**src/pkg/monitor_regs_pkg.sv**
```systemverilog
// Register map constants for the monitor status and mask register bank
package monitor_regs_pkg;

  // ----------------------------------------------------------------
  // Bus geometry
  // ----------------------------------------------------------------
  localparam int ADDR_W = 8;
  localparam int DATA_W = 16;
  localparam int RESULT_W = 10;
  localparam int NUM_INPUTS = 16;
  localparam int NUM_OUTPUTS = 12;

  // ----------------------------------------------------------------
  // Register offsets
  // ----------------------------------------------------------------
  localparam logic [7:0] ANALOG_OUTPUT_POWER_CTL = 8'h0C;
  localparam logic [7:0] RESERVED_WORD = 8'h0D;
  localparam logic [7:0] ONCHIP_TEMP_RESULT = 8'h0E;
  localparam logic [7:0] DIODE_TEMP_RESULT = 8'h0F;
  localparam logic [7:0] INPUT_OVER_FLAGS_LO = 8'h10;
  localparam logic [7:0] INPUT_OVER_FLAGS_HI = 8'h11;
  localparam logic [7:0] INPUT_UNDER_FLAGS_LO = 8'h12;
  localparam logic [7:0] INPUT_UNDER_FLAGS_HI = 8'h13;
  localparam logic [7:0] THERMAL_FAULT_FLAGS = 8'h14;
  localparam logic [7:0] INPUT_OVER_EVENT_MASK_LO = 8'h15;
  localparam logic [7:0] INPUT_OVER_EVENT_MASK_HI = 8'h16;
  localparam logic [7:0] HIGH_LIMIT_BASE = 8'h36;
  localparam logic [7:0] LOW_LIMIT_BASE = 8'h46;

  // ----------------------------------------------------------------
  // Field positions
  // ----------------------------------------------------------------
  localparam int PWR_LO_LSB = 0;
  localparam int PWR_HI_LSB = 8;
  localparam int PWR_GROUP_W = 6;
  localparam int THERMAL_DIODE_FAULT_BIT = 4;
  localparam int THERMAL_ONCHIP_HIGH_BIT = 3;
  localparam int THERMAL_DIODE_HIGH_BIT = 2;
  localparam int THERMAL_ONCHIP_LOW_BIT = 1;
  localparam int THERMAL_DIODE_LOW_BIT = 0;
  localparam int THERMAL_W = 5;

  // ----------------------------------------------------------------
  // Reset values
  // ----------------------------------------------------------------
  localparam logic [15:0] POWER_CTL_RESET = 16'hFFFF;
  localparam logic [7:0] MASK_RESET = 8'hFF;
  localparam logic [9:0] HIGH_LIMIT_RESET = 10'h3FF;
  localparam logic [9:0] LOW_LIMIT_RESET = 10'h000;
  localparam logic [9:0] RESULT_RESET = 10'h000;
  localparam logic [15:0] READ_ZERO = 16'h0000;

endpackage

```
**src/logic/limit_compare.sv**
```systemverilog
// Per-input comparison of a conversion result against its two limits
`timescale 1ns/1ps
`default_nettype none

module limit_compare #(
  parameter int CHANNELS = 16,
  parameter int RESULT_W = 10
) (
  // Conversion result
  input wire logic i_sample_valid,
  input wire logic [3:0] i_sample_chan,
  input wire logic [RESULT_W-1:0] i_sample_data,
  // Limits
  input wire logic [RESULT_W-1:0] i_high_limit [CHANNELS],
  input wire logic [RESULT_W-1:0] i_low_limit [CHANNELS],
  // Trip events
  output logic [CHANNELS-1:0] o_over_set,
  output logic [CHANNELS-1:0] o_under_set
);

  if (CHANNELS > 16) begin : g_bad_channels
    $error("limit_compare: at most 16 channels fit a 4-bit selector");
  end

  // ----------------------------------------------------------------
  // One comparator pair per input
  // ----------------------------------------------------------------
  for (genvar c = 0; c < CHANNELS; c++) begin : g_chan
    logic hit;
    assign hit = i_sample_valid && (i_sample_chan == 4'(c));
    // A limit at full scale can never be exceeded, so the default is quiet
    assign o_over_set[c] = hit && (i_sample_data > i_high_limit[c]);
    assign o_under_set[c] = hit && (i_sample_data < i_low_limit[c]);
  end

endmodule

`default_nettype wire

```
**src/logic/monitor_status_mask_regs.sv**
```systemverilog
// Monitor register bank: output power control, results, status flags, masks, limits
`timescale 1ns/1ps
`default_nettype none

// Operation
// - Writing 0 powers down that analog output
// - Power control bits all read-write, reset to one
// - Word after power control reads zero
// - On-chip temperature result, 10 bits, reset zero
// - Diode temperature result, 10 bits, reset zero
// - Over-limit flags for inputs in two registers
// - Under-limit flags for inputs in two registers
// - Limit flag read clears next read; over-limit read drops event pin
// - Diode open or short sets fault bit four
// - Temperature trip flags in bits three to zero
// - First mask: one blocks inputs 1-8 event
// - Second mask: one blocks inputs 9-16 event
// - Per-input high limit, default all ones
module monitor_status_mask_regs
  import monitor_regs_pkg::*;
#(
  parameter int CHANNELS = 16,
  parameter int RESULT_W = 10
) (
  // Clock and reset
  input wire logic i_sys_clk,
  input wire logic i_reset,
  // Register access from the serial engine
  input wire logic [monitor_regs_pkg::ADDR_W-1:0] i_reg_addr,
  input wire logic i_reg_wr,
  input wire logic i_reg_rd,
  input wire logic [monitor_regs_pkg::DATA_W-1:0] i_reg_wdata,
  output logic [monitor_regs_pkg::DATA_W-1:0] o_reg_rdata,
  output logic o_reg_rvalid,
  // Conversion results from the converter sequencer
  input wire logic i_sample_valid,
  input wire logic [3:0] i_sample_chan,
  input wire logic [RESULT_W-1:0] i_sample_data,
  input wire logic i_onchip_temp_valid,
  input wire logic [RESULT_W-1:0] i_onchip_temp_data,
  input wire logic i_diode_temp_valid,
  input wire logic [RESULT_W-1:0] i_diode_temp_data,
  // Temperature condition levels
  input wire logic i_diode_fault,
  input wire logic i_onchip_high_trip,
  input wire logic i_diode_high_trip,
  input wire logic i_onchip_low_trip,
  input wire logic i_diode_low_trip,
  // Outputs
  output logic [monitor_regs_pkg::NUM_OUTPUTS-1:0] o_analog_out_enable,
  output logic o_limit_event
);

  import monitor_regs_pkg::*;

  // ----------------------------------------------------------------
  // Elaboration checks
  // ----------------------------------------------------------------
  // Two 8-bit flag registers and two masks carry the inputs, so 16 is fixed
  if (CHANNELS != NUM_INPUTS) begin : g_bad_channels
    $error("monitor_status_mask_regs: CHANNELS must be 16");
  end
  if (RESULT_W != 10) begin : g_bad_result
    $error("monitor_status_mask_regs: RESULT_W must be 10");
  end

  // ----------------------------------------------------------------
  // Declarations
  // ----------------------------------------------------------------
  logic [15:0] power_ctl;
  logic [15:0] next_power_ctl;
  logic [RESULT_W-1:0] onchip_temp;
  logic [RESULT_W-1:0] next_onchip_temp;
  logic [RESULT_W-1:0] diode_temp;
  logic [RESULT_W-1:0] next_diode_temp;
  logic [THERMAL_W-1:0] thermal;
  logic [THERMAL_W-1:0] next_thermal;
  logic [7:0] over_mask_lo;
  logic [7:0] next_over_mask_lo;
  logic [7:0] over_mask_hi;
  logic [7:0] next_over_mask_hi;
  logic [RESULT_W-1:0] high_limit [CHANNELS];
  logic [RESULT_W-1:0] next_high_limit [CHANNELS];
  logic [RESULT_W-1:0] low_limit [CHANNELS];
  logic [RESULT_W-1:0] next_low_limit [CHANNELS];
  logic [15:0] rdata;
  logic [15:0] next_rdata;
  logic rvalid;
  logic next_rvalid;
  logic limit_event;
  logic next_limit_event;
  logic [CHANNELS-1:0] over_set;
  logic [CHANNELS-1:0] under_set;
  logic [CHANNELS-1:0] over_clear;
  logic [CHANNELS-1:0] under_clear;
  logic [CHANNELS-1:0] over_flags;
  logic [CHANNELS-1:0] under_flags;
  logic [CHANNELS-1:0] over_set_pending;
  logic in_high_range;
  logic in_low_range;
  logic [3:0] limit_index;
  logic [3:0] low_index;

  // ----------------------------------------------------------------
  // Limit window decode
  // ----------------------------------------------------------------
  always_comb begin
    in_high_range = (i_reg_addr >= HIGH_LIMIT_BASE) && (i_reg_addr < LOW_LIMIT_BASE);
    in_low_range = (i_reg_addr >= LOW_LIMIT_BASE) &&
                   (i_reg_addr < LOW_LIMIT_BASE + 8'(CHANNELS));
    limit_index = 4'(i_reg_addr - HIGH_LIMIT_BASE);
    low_index = 4'(i_reg_addr - LOW_LIMIT_BASE);
  end

  // ----------------------------------------------------------------
  // Output power control
  // ----------------------------------------------------------------
  always_comb begin
    next_power_ctl = power_ctl;
    if (i_reg_wr && (i_reg_addr == ANALOG_OUTPUT_POWER_CTL)) begin
      // Spare bits 15, 14, 7 and 6 keep whatever software writes
      next_power_ctl = i_reg_wdata;
    end
  end

  always_ff @(posedge i_sys_clk) begin
    if (i_reset) begin
      power_ctl <= POWER_CTL_RESET;
    end else begin
      power_ctl <= next_power_ctl;
    end
  end

  // A zero bit shuts its output down; two groups of six with a gap between
  assign o_analog_out_enable = {power_ctl[PWR_HI_LSB +: PWR_GROUP_W],
                                power_ctl[PWR_LO_LSB +: PWR_GROUP_W]};

  // ----------------------------------------------------------------
  // Temperature results and thermal flags
  // ----------------------------------------------------------------
  always_comb begin
    next_onchip_temp = onchip_temp;
    next_diode_temp = diode_temp;
    if (i_onchip_temp_valid) begin
      next_onchip_temp = i_onchip_temp_data;
    end
    if (i_diode_temp_valid) begin
      next_diode_temp = i_diode_temp_data;
    end
    next_thermal = '0;
    next_thermal[THERMAL_DIODE_FAULT_BIT] = i_diode_fault;
    next_thermal[THERMAL_ONCHIP_HIGH_BIT] = i_onchip_high_trip;
    next_thermal[THERMAL_DIODE_HIGH_BIT] = i_diode_high_trip;
    next_thermal[THERMAL_ONCHIP_LOW_BIT] = i_onchip_low_trip;
    next_thermal[THERMAL_DIODE_LOW_BIT] = i_diode_low_trip;
  end

  always_ff @(posedge i_sys_clk) begin
    if (i_reset) begin
      onchip_temp <= RESULT_RESET;
      diode_temp <= RESULT_RESET;
      thermal <= '0;
    end else begin
      onchip_temp <= next_onchip_temp;
      diode_temp <= next_diode_temp;
      thermal <= next_thermal;
    end
  end

  // ----------------------------------------------------------------
  // Event masks
  // ----------------------------------------------------------------
  always_comb begin
    next_over_mask_lo = over_mask_lo;
    next_over_mask_hi = over_mask_hi;
    if (i_reg_wr && (i_reg_addr == INPUT_OVER_EVENT_MASK_LO)) begin
      next_over_mask_lo = i_reg_wdata[7:0];
    end
    if (i_reg_wr && (i_reg_addr == INPUT_OVER_EVENT_MASK_HI)) begin
      next_over_mask_hi = i_reg_wdata[7:0];
    end
  end

  always_ff @(posedge i_sys_clk) begin
    if (i_reset) begin
      over_mask_lo <= MASK_RESET;
      over_mask_hi <= MASK_RESET;
    end else begin
      over_mask_lo <= next_over_mask_lo;
      over_mask_hi <= next_over_mask_hi;
    end
  end

  // ----------------------------------------------------------------
  // Limit memory
  // ----------------------------------------------------------------
  always_comb begin
    for (int c = 0; c < CHANNELS; c++) begin
      next_high_limit[c] = high_limit[c];
      next_low_limit[c] = low_limit[c];
    end
    if (i_reg_wr && in_high_range) begin
      next_high_limit[limit_index] = i_reg_wdata[RESULT_W-1:0];
    end
    if (i_reg_wr && in_low_range) begin
      next_low_limit[low_index] = i_reg_wdata[RESULT_W-1:0];
    end
  end

  always_ff @(posedge i_sys_clk) begin
    if (i_reset) begin
      for (int c = 0; c < CHANNELS; c++) begin
        high_limit[c] <= HIGH_LIMIT_RESET;
        low_limit[c] <= LOW_LIMIT_RESET;
      end
    end else begin
      for (int c = 0; c < CHANNELS; c++) begin
        high_limit[c] <= next_high_limit[c];
        low_limit[c] <= next_low_limit[c];
      end
    end
  end

  // ----------------------------------------------------------------
  // Comparison and status flags
  // ----------------------------------------------------------------
  limit_compare #(
    .CHANNELS(CHANNELS),
    .RESULT_W(RESULT_W)
  ) u_compare (
    .i_sample_valid(i_sample_valid),
    .i_sample_chan(i_sample_chan),
    .i_sample_data(i_sample_data),
    .i_high_limit(high_limit),
    .i_low_limit(low_limit),
    .o_over_set(over_set),
    .o_under_set(under_set)
  );

  // Reading an over or under flag word clears it; the read data is taken before the clear,
  // so the host sees the cleared word only on its next read
  always_comb begin
    over_clear = '0;
    under_clear = '0;
    if (i_reg_rd) begin
      if (i_reg_addr == INPUT_OVER_FLAGS_LO) begin
        over_clear[7:0] = 8'hFF;
      end
      if (i_reg_addr == INPUT_OVER_FLAGS_HI) begin
        over_clear[15:8] = 8'hFF;
      end
      if (i_reg_addr == INPUT_UNDER_FLAGS_LO) begin
        under_clear[7:0] = 8'hFF;
      end
      if (i_reg_addr == INPUT_UNDER_FLAGS_HI) begin
        under_clear[15:8] = 8'hFF;
      end
    end
  end

  sticky_flags #(
    .WIDTH(CHANNELS)
  ) u_over_flags (
    .i_sys_clk(i_sys_clk),
    .i_reset(i_reset),
    .i_set(over_set),
    .i_clear(over_clear),
    .o_flags(over_flags)
  );

  sticky_flags #(
    .WIDTH(CHANNELS)
  ) u_under_flags (
    .i_sys_clk(i_sys_clk),
    .i_reset(i_reset),
    .i_set(under_set),
    .i_clear(under_clear),
    .o_flags(under_flags)
  );

  // ----------------------------------------------------------------
  // Limit event pin
  // ----------------------------------------------------------------
  // Follows the flags' next state so it drops on the same edge as the clear;
  // under-limit flags have no mask in this bank and never raise the pin
  always_comb begin
    over_set_pending = ((over_flags & ~over_clear) | over_set) &
                       ~{over_mask_hi, over_mask_lo};
    next_limit_event = |over_set_pending;
  end

  always_ff @(posedge i_sys_clk) begin
    if (i_reset) begin
      limit_event <= 1'b0;
    end else begin
      limit_event <= next_limit_event;
    end
  end

  assign o_limit_event = limit_event;

  // ----------------------------------------------------------------
  // Read path
  // ----------------------------------------------------------------
  always_comb begin
    next_rvalid = i_reg_rd;
    next_rdata = READ_ZERO;
    if (i_reg_rd) begin
      if (in_high_range) begin
        next_rdata = {6'h00, high_limit[limit_index]};
      end else if (in_low_range) begin
        next_rdata = {6'h00, low_limit[low_index]};
      end else begin
        unique case (i_reg_addr)
          ANALOG_OUTPUT_POWER_CTL: begin
            next_rdata = power_ctl;
          end
          RESERVED_WORD: begin
            next_rdata = READ_ZERO;
          end
          ONCHIP_TEMP_RESULT: begin
            next_rdata = {6'h00, onchip_temp};
          end
          DIODE_TEMP_RESULT: begin
            next_rdata = {6'h00, diode_temp};
          end
          INPUT_OVER_FLAGS_LO: begin
            next_rdata = {8'h00, over_flags[7:0]};
          end
          INPUT_OVER_FLAGS_HI: begin
            next_rdata = {8'h00, over_flags[15:8]};
          end
          INPUT_UNDER_FLAGS_LO: begin
            next_rdata = {8'h00, under_flags[7:0]};
          end
          INPUT_UNDER_FLAGS_HI: begin
            next_rdata = {8'h00, under_flags[15:8]};
          end
          THERMAL_FAULT_FLAGS: begin
            next_rdata = {11'h000, thermal};
          end
          INPUT_OVER_EVENT_MASK_LO: begin
            next_rdata = {8'h00, over_mask_lo};
          end
          INPUT_OVER_EVENT_MASK_HI: begin
            next_rdata = {8'h00, over_mask_hi};
          end
          default: begin
            // Registers held elsewhere answer zero from this bank
            next_rdata = READ_ZERO;
          end
        endcase
      end
    end
  end

  always_ff @(posedge i_sys_clk) begin
    if (i_reset) begin
      rdata <= READ_ZERO;
      rvalid <= 1'b0;
    end else begin
      rdata <= next_rdata;
      rvalid <= next_rvalid;
    end
  end

  assign o_reg_rdata = rdata;
  assign o_reg_rvalid = rvalid;

endmodule

`default_nettype wire

```
**src/logic/sticky_flags.sv**
```systemverilog
// Sticky flag bank: hardware sets, a read clears, a set beats a clear
`timescale 1ns/1ps
`default_nettype none

module sticky_flags #(
  parameter int WIDTH = 8
) (
  // Clock and reset
  input wire logic i_sys_clk,
  input wire logic i_reset,
  // Control
  input wire logic [WIDTH-1:0] i_set,
  input wire logic [WIDTH-1:0] i_clear,
  // Flags
  output logic [WIDTH-1:0] o_flags
);

  if (WIDTH < 1) begin : g_bad_width
    $error("sticky_flags: WIDTH must be at least 1");
  end

  logic [WIDTH-1:0] flags;
  logic [WIDTH-1:0] next_flags;

  // ----------------------------------------------------------------
  // Set wins, so an event landing on the clearing read is kept
  // ----------------------------------------------------------------
  always_comb begin
    next_flags = (flags & ~i_clear) | i_set;
  end

  always_ff @(posedge i_sys_clk) begin
    if (i_reset) begin
      flags <= '0;
    end else begin
      flags <= next_flags;
    end
  end

  assign o_flags = flags;

endmodule

`default_nettype wire

```
**config.mk**
```make
export PLATFORM = sky130hd
export DESIGN_NAME = monitor_status_mask_regs
export DESIGN_NICKNAME = d
export VERILOG_FILES = /design/src/pkg/monitor_regs_pkg.sv /design/src/logic/limit_compare.sv /design/src/logic/monitor_status_mask_regs.sv /design/src/logic/sticky_flags.sv
export SDC_FILE = /design/constraint.sdc
export NUM_CORES = 1
export LEC_CHECK = 0
export ABC_CLOCK_PERIOD_IN_PS = 2900
export BUFFER_PORTS_ARGS = -buffer_cell sky130_fd_sc_hd__clkbuf_2
export CORE_MARGIN = 1
export CORE_UTILIZATION = 45
export DETAILED_ROUTE_END_ITERATION = 12
export PLACE_DENSITY = 0.73
export SYNTH_ARGS = -nofsm -noshare
export SYNTH_HDL_FRONTEND = slang
export SYNTH_SLANG_ARGS = --single-unit
```
**constraint.sdc**
```tcl
create_clock -name i_sys_clk -period 2.9 [get_ports i_sys_clk]
set_input_delay 0.435 -clock i_sys_clk [delete_from_list [all_inputs] [get_ports i_sys_clk]]
set_output_delay 0.435 -clock i_sys_clk [all_outputs]
set_load 0.02 [all_outputs]
```
After elaboration in Yosys (flattened, before gate mapping) --
Cells that the tools add are included.
Operators by class: add/subtract/negate cells 2, $lt $le $gt $ge 40, equality and inequality tests 25, mux-type cells 21, bitwise logic cells 11, reductions and logical operators 61
Operators with widths (number):
- bitwise mux 160 bit | 2
- greater-than comparator 10 bit | 16
- < comparator 10 bit | 16
- one-hot mux 16 bit (10 select lines) | 1
- binary-select mux 10 bit (select 4 bit) | 2
- demux 10 bit (select 4 bit) | 2
- 2-to-1 mux 10 bit | 8
- logical AND 1 bit | 57
- == test 8 x 5 -> 1 bit, second input constant | 7
- AND 16 bit | 3
- inverter 16 bit | 3
- == test 4 bit, second input constant | 8
- 2-to-1 mux 16 bit | 2
- 2-to-1 mux 8 bit | 4
- bitwise OR 16 bit | 2
- == test 8 x 4 -> 1 bit, second input constant | 3
- == test 4 x 3 -> 1 bit, second input constant | 4
- < comparator 8 x 7 -> 1 bit, second input constant | 2
- OR reduction 16 bit | 1
- >= comparator 5 bit, second input constant | 2
- < comparator 5 x 1 -> 1 bit, second input constant | 2
- inverter 4 -> 5 bit | 2
- == test 4 x 2 -> 1 bit, second input constant | 2
- >= comparator 8 x 6 -> 1 bit, second input constant | 1
- 7 further kinds | 8
Word-level totals: flip-flop bits (word level) 427, bits of input ports 70, output and inout bits 30, word-level logic and storage cells 204

Longest topological paths before layout --
depth after elaboration 8, mapped depth 10, gate-level depth less buffers 9

Modules after synthesis --
Synthesis repeated with hierarchy kept, for this count alone.
Unflattened totals: cell total of the unflattened synthesis 2837, area total of the unflattened synthesis 26974.6 um^2
Modules (own cells, without submodules):
- monitor_status_mask_regs | times used 1, cells each 1627, area each 18041.1 um^2, sequential area each 7907.6 um^2
- limit_compare | times used 1, cells each 1078, area each 7674.9 um^2, sequential area each 0.0 um^2
- sticky_flags | times used 2, cells each 66, area each 629.4 um^2, sequential area each 320.3 um^2

Least setup slack after synthesis --
No wires, ideal clock.
path type in2reg, start input port i_reg_addr[0] in the netlist's numbering, end register rdata[3] (netlist: o_reg_rdata[3]), setup time 124 ps, arrival time 2230 ps, required time 2776 ps, slack 546 ps, cell stages on the path 8, buffers on the path 4, cell sequence buf_2 > buf_6 > buf_2 > buf_1 > mux4_2 > mux4_2 > o21ai_0 > a21oi_1
Between the ends: longest elaborated chain between the ends 7, elaborated cells on any way between the ends 29, those cells by class add/sub: 2; order compare: 4; eq/ne: 10; mux: 9; bitwise: 2; reduce/logical: 2
RTL lines:
- from (decl) | RTL line monitor_status_mask_regs.sv:29 | input wire logic [monitor_regs_pkg::ADDR_W-1:0] i_reg_addr,
- subtractor 4 x 3 -> 4 bit | RTL line monitor_status_mask_regs.sv:111, monitor_status_mask_regs.sv:112
- inverter 4 -> 5 bit (not written as such) | RTL line monitor_status_mask_regs.sv:310, monitor_status_mask_regs.sv:312
- binary-select mux 10 bit (select 4 bit) | RTL line monitor_status_mask_regs.sv:312 | next_rdata = {6'h00, low_limit[low_index]};
- 2-to-1 mux 10 bit (not written as such) (2 in a row) | RTL line monitor_status_mask_regs.sv:312
- 2-to-1 mux 10 bit | RTL line monitor_status_mask_regs.sv:311 | end else if (in_low_range) begin
- 2-to-1 mux 10 bit * | RTL line monitor_status_mask_regs.sv:309 | if (in_high_range) begin
- to (signal assigned) | RTL line monitor_status_mask_regs.sv:362 | rdata <= next_rdata;
- to (decl) | RTL line monitor_status_mask_regs.sv:86 | logic [15:0] rdata;
Every way passes the cells marked *; elsewhere a longest branch is shown, timed or not. The select of a mux whose other input is x is not followed. A chain may end at the register's enable or synchronous reset.

Final worst setup path --
start input port i_reg_addr[2] in the netlist's numbering, end register rdata[7] (netlist: o_reg_rdata[7])
Same word-level chain as after synthesis.

==> impl_metrics.py <==
metrics = {
    "outcome": {
        "status": "complete, no violations",
    },
    "placed_design": {
        "port_buffers": 99,
        "gp_routability_congestion": 1.025,
        "hpwlAfterDp_mm": 59.02,
        "dp.cells": 3733,
    },
    "power": {
        "power.density_nw_per_um2": 464.1,
        "power_leakage_uw": 0.01215,
        "ir_drop_uv": 472.9,
        "total_power_uw": 13500,
    },
    "worst_setup_path": {
        "start_kind": "primary input",
        "slowest_delay_ns": 0.52,
        "cp-end-kind": "register",
        "worstPathMaxFanout": 16,
        "critPathKind": "primary input to register",
        "crit_arrival_ns": 2.81,
        "crit_buf_inv": 3,
        "r2r_slack_ns": 0.54,
        "cp_top_family": "compound AO/OA/AOI/OAI gates",
        "crit_required_ns": 3.27,
        "critical_path.cell_chain": "clkbuf_2, ha_1, buf_4, xor2_4, buf_12, mux4_2, o21ai_0, a41oi_1",
        "cpMaxStageDelayCell": "mux4_2",
    },
    "yosys": {
        "syn_area_per_cell_sq_um": 8.783,
        "synthMostInstantiatedCell": "nand2_1",
        "yosysTopAreaCellShare_pct": 32.99,
        "netlist_top_cells_count": "nand2_1, dfxtp_1, inv_1",
        "synth_nets": 3325,
        "synth_warnings": 0,
        "yosysSeqAreaShare_pct": 32.99,
        "synth_edf_count": 0,
        "async_flop_share_pct": 0,
        "synthesis.area_sq_um": 25910,
        "synthTopCellsByArea": "dfxtp_1, ha_1, mux4_2",
        "yosysTopAreaCell": "dfxtp_1",
        "ys_ff_latch": 427,
        "synth_ff_type": "dfxtp_1",
        "netlist_instances": 2950,
        "yosysUniqueCellTypes": 70,
    },
    "final_layout": {
        "syn_to_final_growth_pct": 12.30,
        "drive_gt1_share_pct": 14.30,
        "fillers": 5165,
        "stdcell_count": 3819,
        "fin_nets": 3400,
    },
    "die": {
        "core_sq_um": 56600,
        "die_width_um": 242.0,
        "die_h_um": 242.0,
        "ios": 100,
        "die_area_sq_um": 58540,
        "rows": 87,
        "start_util_pct": 45.77,
    },
    "route": {
        "vias": 22250,
        "firstDrtPassIters": 5,
        "vias_per_cell": 5.826,
        "drc": 0,
        "ant_nets": 0,
        "wl_mm": 79.58,
        "drt_iter0_drc": 2162,
        "wl_per_cell_um": 20.84,
    },
    "global_routing": {
        "grt_pass1_vias": 21680,
        "gr-usage-all-layers_pct": 27.07,
        "antenna_found_initial": 2,
        "grt_pass1_wl_mm": 124.7,
        "overflow": 0,
        "grt_max_degree": 153,
    },
    "clocking": {
        "clkSinkCount": 427,
        "cts_resized": 0,
        "tritoncts": "yes",
        "cts_buffer_depth": 3,
        "cts_buffers": 46,
        "clk_latency_ns": 0.59,
        "h-tree-depth": 2,
        "holdBufCountCts": 0,
        "clkTransAtPathRegs_ns": 0.06,
        "post_cts_buffers": 0,
        "root_buffer": "clkbuf_16",
    },
    "run": {
        "max_cap_viol_count": 0,
    },
    "sta": {
        "setup_viol": 0,
        "worst_pin_slew_ns": 1.091,
        "maxSlewHeadroom_pct": 27.24,
        "period_needed_ns": 2.438,
        "period_share_pct": 84.06,
        "finalMaxSlewViolations": 0,
        "rsz0062_at_grt": "no",
        "fin_skew_ns": 0.02448,
        "finalHoldViolCount": 0,
        "max_freq_mhz": 410.2,
    },
    "worst_hold_path": {
        "min_path_type": "primary input to register",
    },
}
-- cells in the final DEF (no fill, tap or decap), types with 14 or more instances in the layout --
master     synthesis  final
dfxtp_1          427    427
o21a_1            27     27
clkbuf_2           1     96
a21o_1            65     65
clkinv_2           0     18
nand4_1           33     33
a211o_1           16     16
nand2_1          513    513
o211ai_1         148    148
clkbuf_16          0     47
o22ai_1           15     15
a41oi_1           18     18
mux4_2           102    102
a31oi_1           20     20
nand2b_1          26     26
buf_4             24     92
nor2_1           119    119
nor2_2            14     14
a21oi_1          200    200
inv_1            323    323
mux2i_1          104    104
nor2_4            15     15
ha_1             305    305
o21ai_0           67     67
nand3_1           71     71
nor2b_1           16     16
-- flip-flops by register name (all words and copies together), names as in the netlist, 5 cells and up --
name and cells:
u_over_flags.o_flags 16, o_reg_rdata 16, high_limit 160, power_ctl 16
u_under_flags.o_flags 16, onchip_temp 10, thermal 5, over_mask_lo 8
diode_temp 10, low_limit 160, over_mask_hi 8
-- final timing paths --
path	start	to	cells past startpoint
setup / recovery	i_reg_addr[2]	o_reg_rdata[7]	8
setup reg to reg	high_limit[97]	o_limit_event	9
hold / removal	i_reg_wdata[15]	power_ctl[15]	3
hold reg to reg	power_ctl[14]	o_reg_rdata[14]	1
-- stage by stage --
stage | TNS, ns | hold WS [ns] | util, % | instance area (sq um) | setup slack, ns
finish | 0 | 0.05809 | 51.40 | 29100 | 0.4622
global route | 0 | 0.05953 | 51.40 | 29090 | 0.4058
CTS | 0 | 0.04008 | 51.40 | 29090 | 0.5861
detailed placement | -0.04305 | 0.4430 | 48.57 | 27490 | -0.01735
global placement | -0.009471 | 0.4396 | 48.57 | 27490 | -0.009471
floorplan | 0 | 0.4296 | - | 25910 | 0.5461
-- layer usage --
layer / vias to the layer above / wire [um] / track usage [%]
met5: - / 22 / 0
met1: 10600 / 33500 / 36.10
met4: 4 / 3068 / 10.48
met2: 976 / 35720 / 43.13
met3: 159 / 7268 / 5.273
li1: 10510 / - / -
-- power by group --
part	switching, uW	internal, uW
registers	26.9	5900
clock network	2600	3700
logic	829	447
total	3450	10000
-- worst min-delay path: cells and delay by family --
family | cells | cell delay (ns)
simple gates | 2 | 0.10
buf+inv | 1 | 0.08
-- cells by family (layout without fill, tap and decap cells) --
family / count (synthesis) / in the layout / share of synthesized area, %
and+or+nand+nor: 868 / 868 / 15.17
AOI/OAI and AO/OA: 644 / 644 / 16.37
buffers and inverters: 497 / 609 / 7.746
DFF: 427 / 427 / 32.99
adders and majority gates: 305 / 305 / 14.73
muxes: 207 / 207 / 12.93
xor gates and xnor gates: 2 / 2 / 0.06762
other: 0 / 1 / 0
-- final cells by class --
class / instances / area [sq um] / area share (%)
sequential: 427 / 8548 / 29.38
clock buffer: 56 / 1290 / 4.433
antenna: 1 / 2.502 / 0.008600
clock inverter: 29 / 311.5 / 1.071
inverter: 324 / 1221 / 4.197
timing repair buffer: 200 / 1394 / 4.790
multi-input combinational: 2026 / 15380 / 52.87
tap: 756 / 945.9 / 3.251
Power figures use the tool's default switching activity.
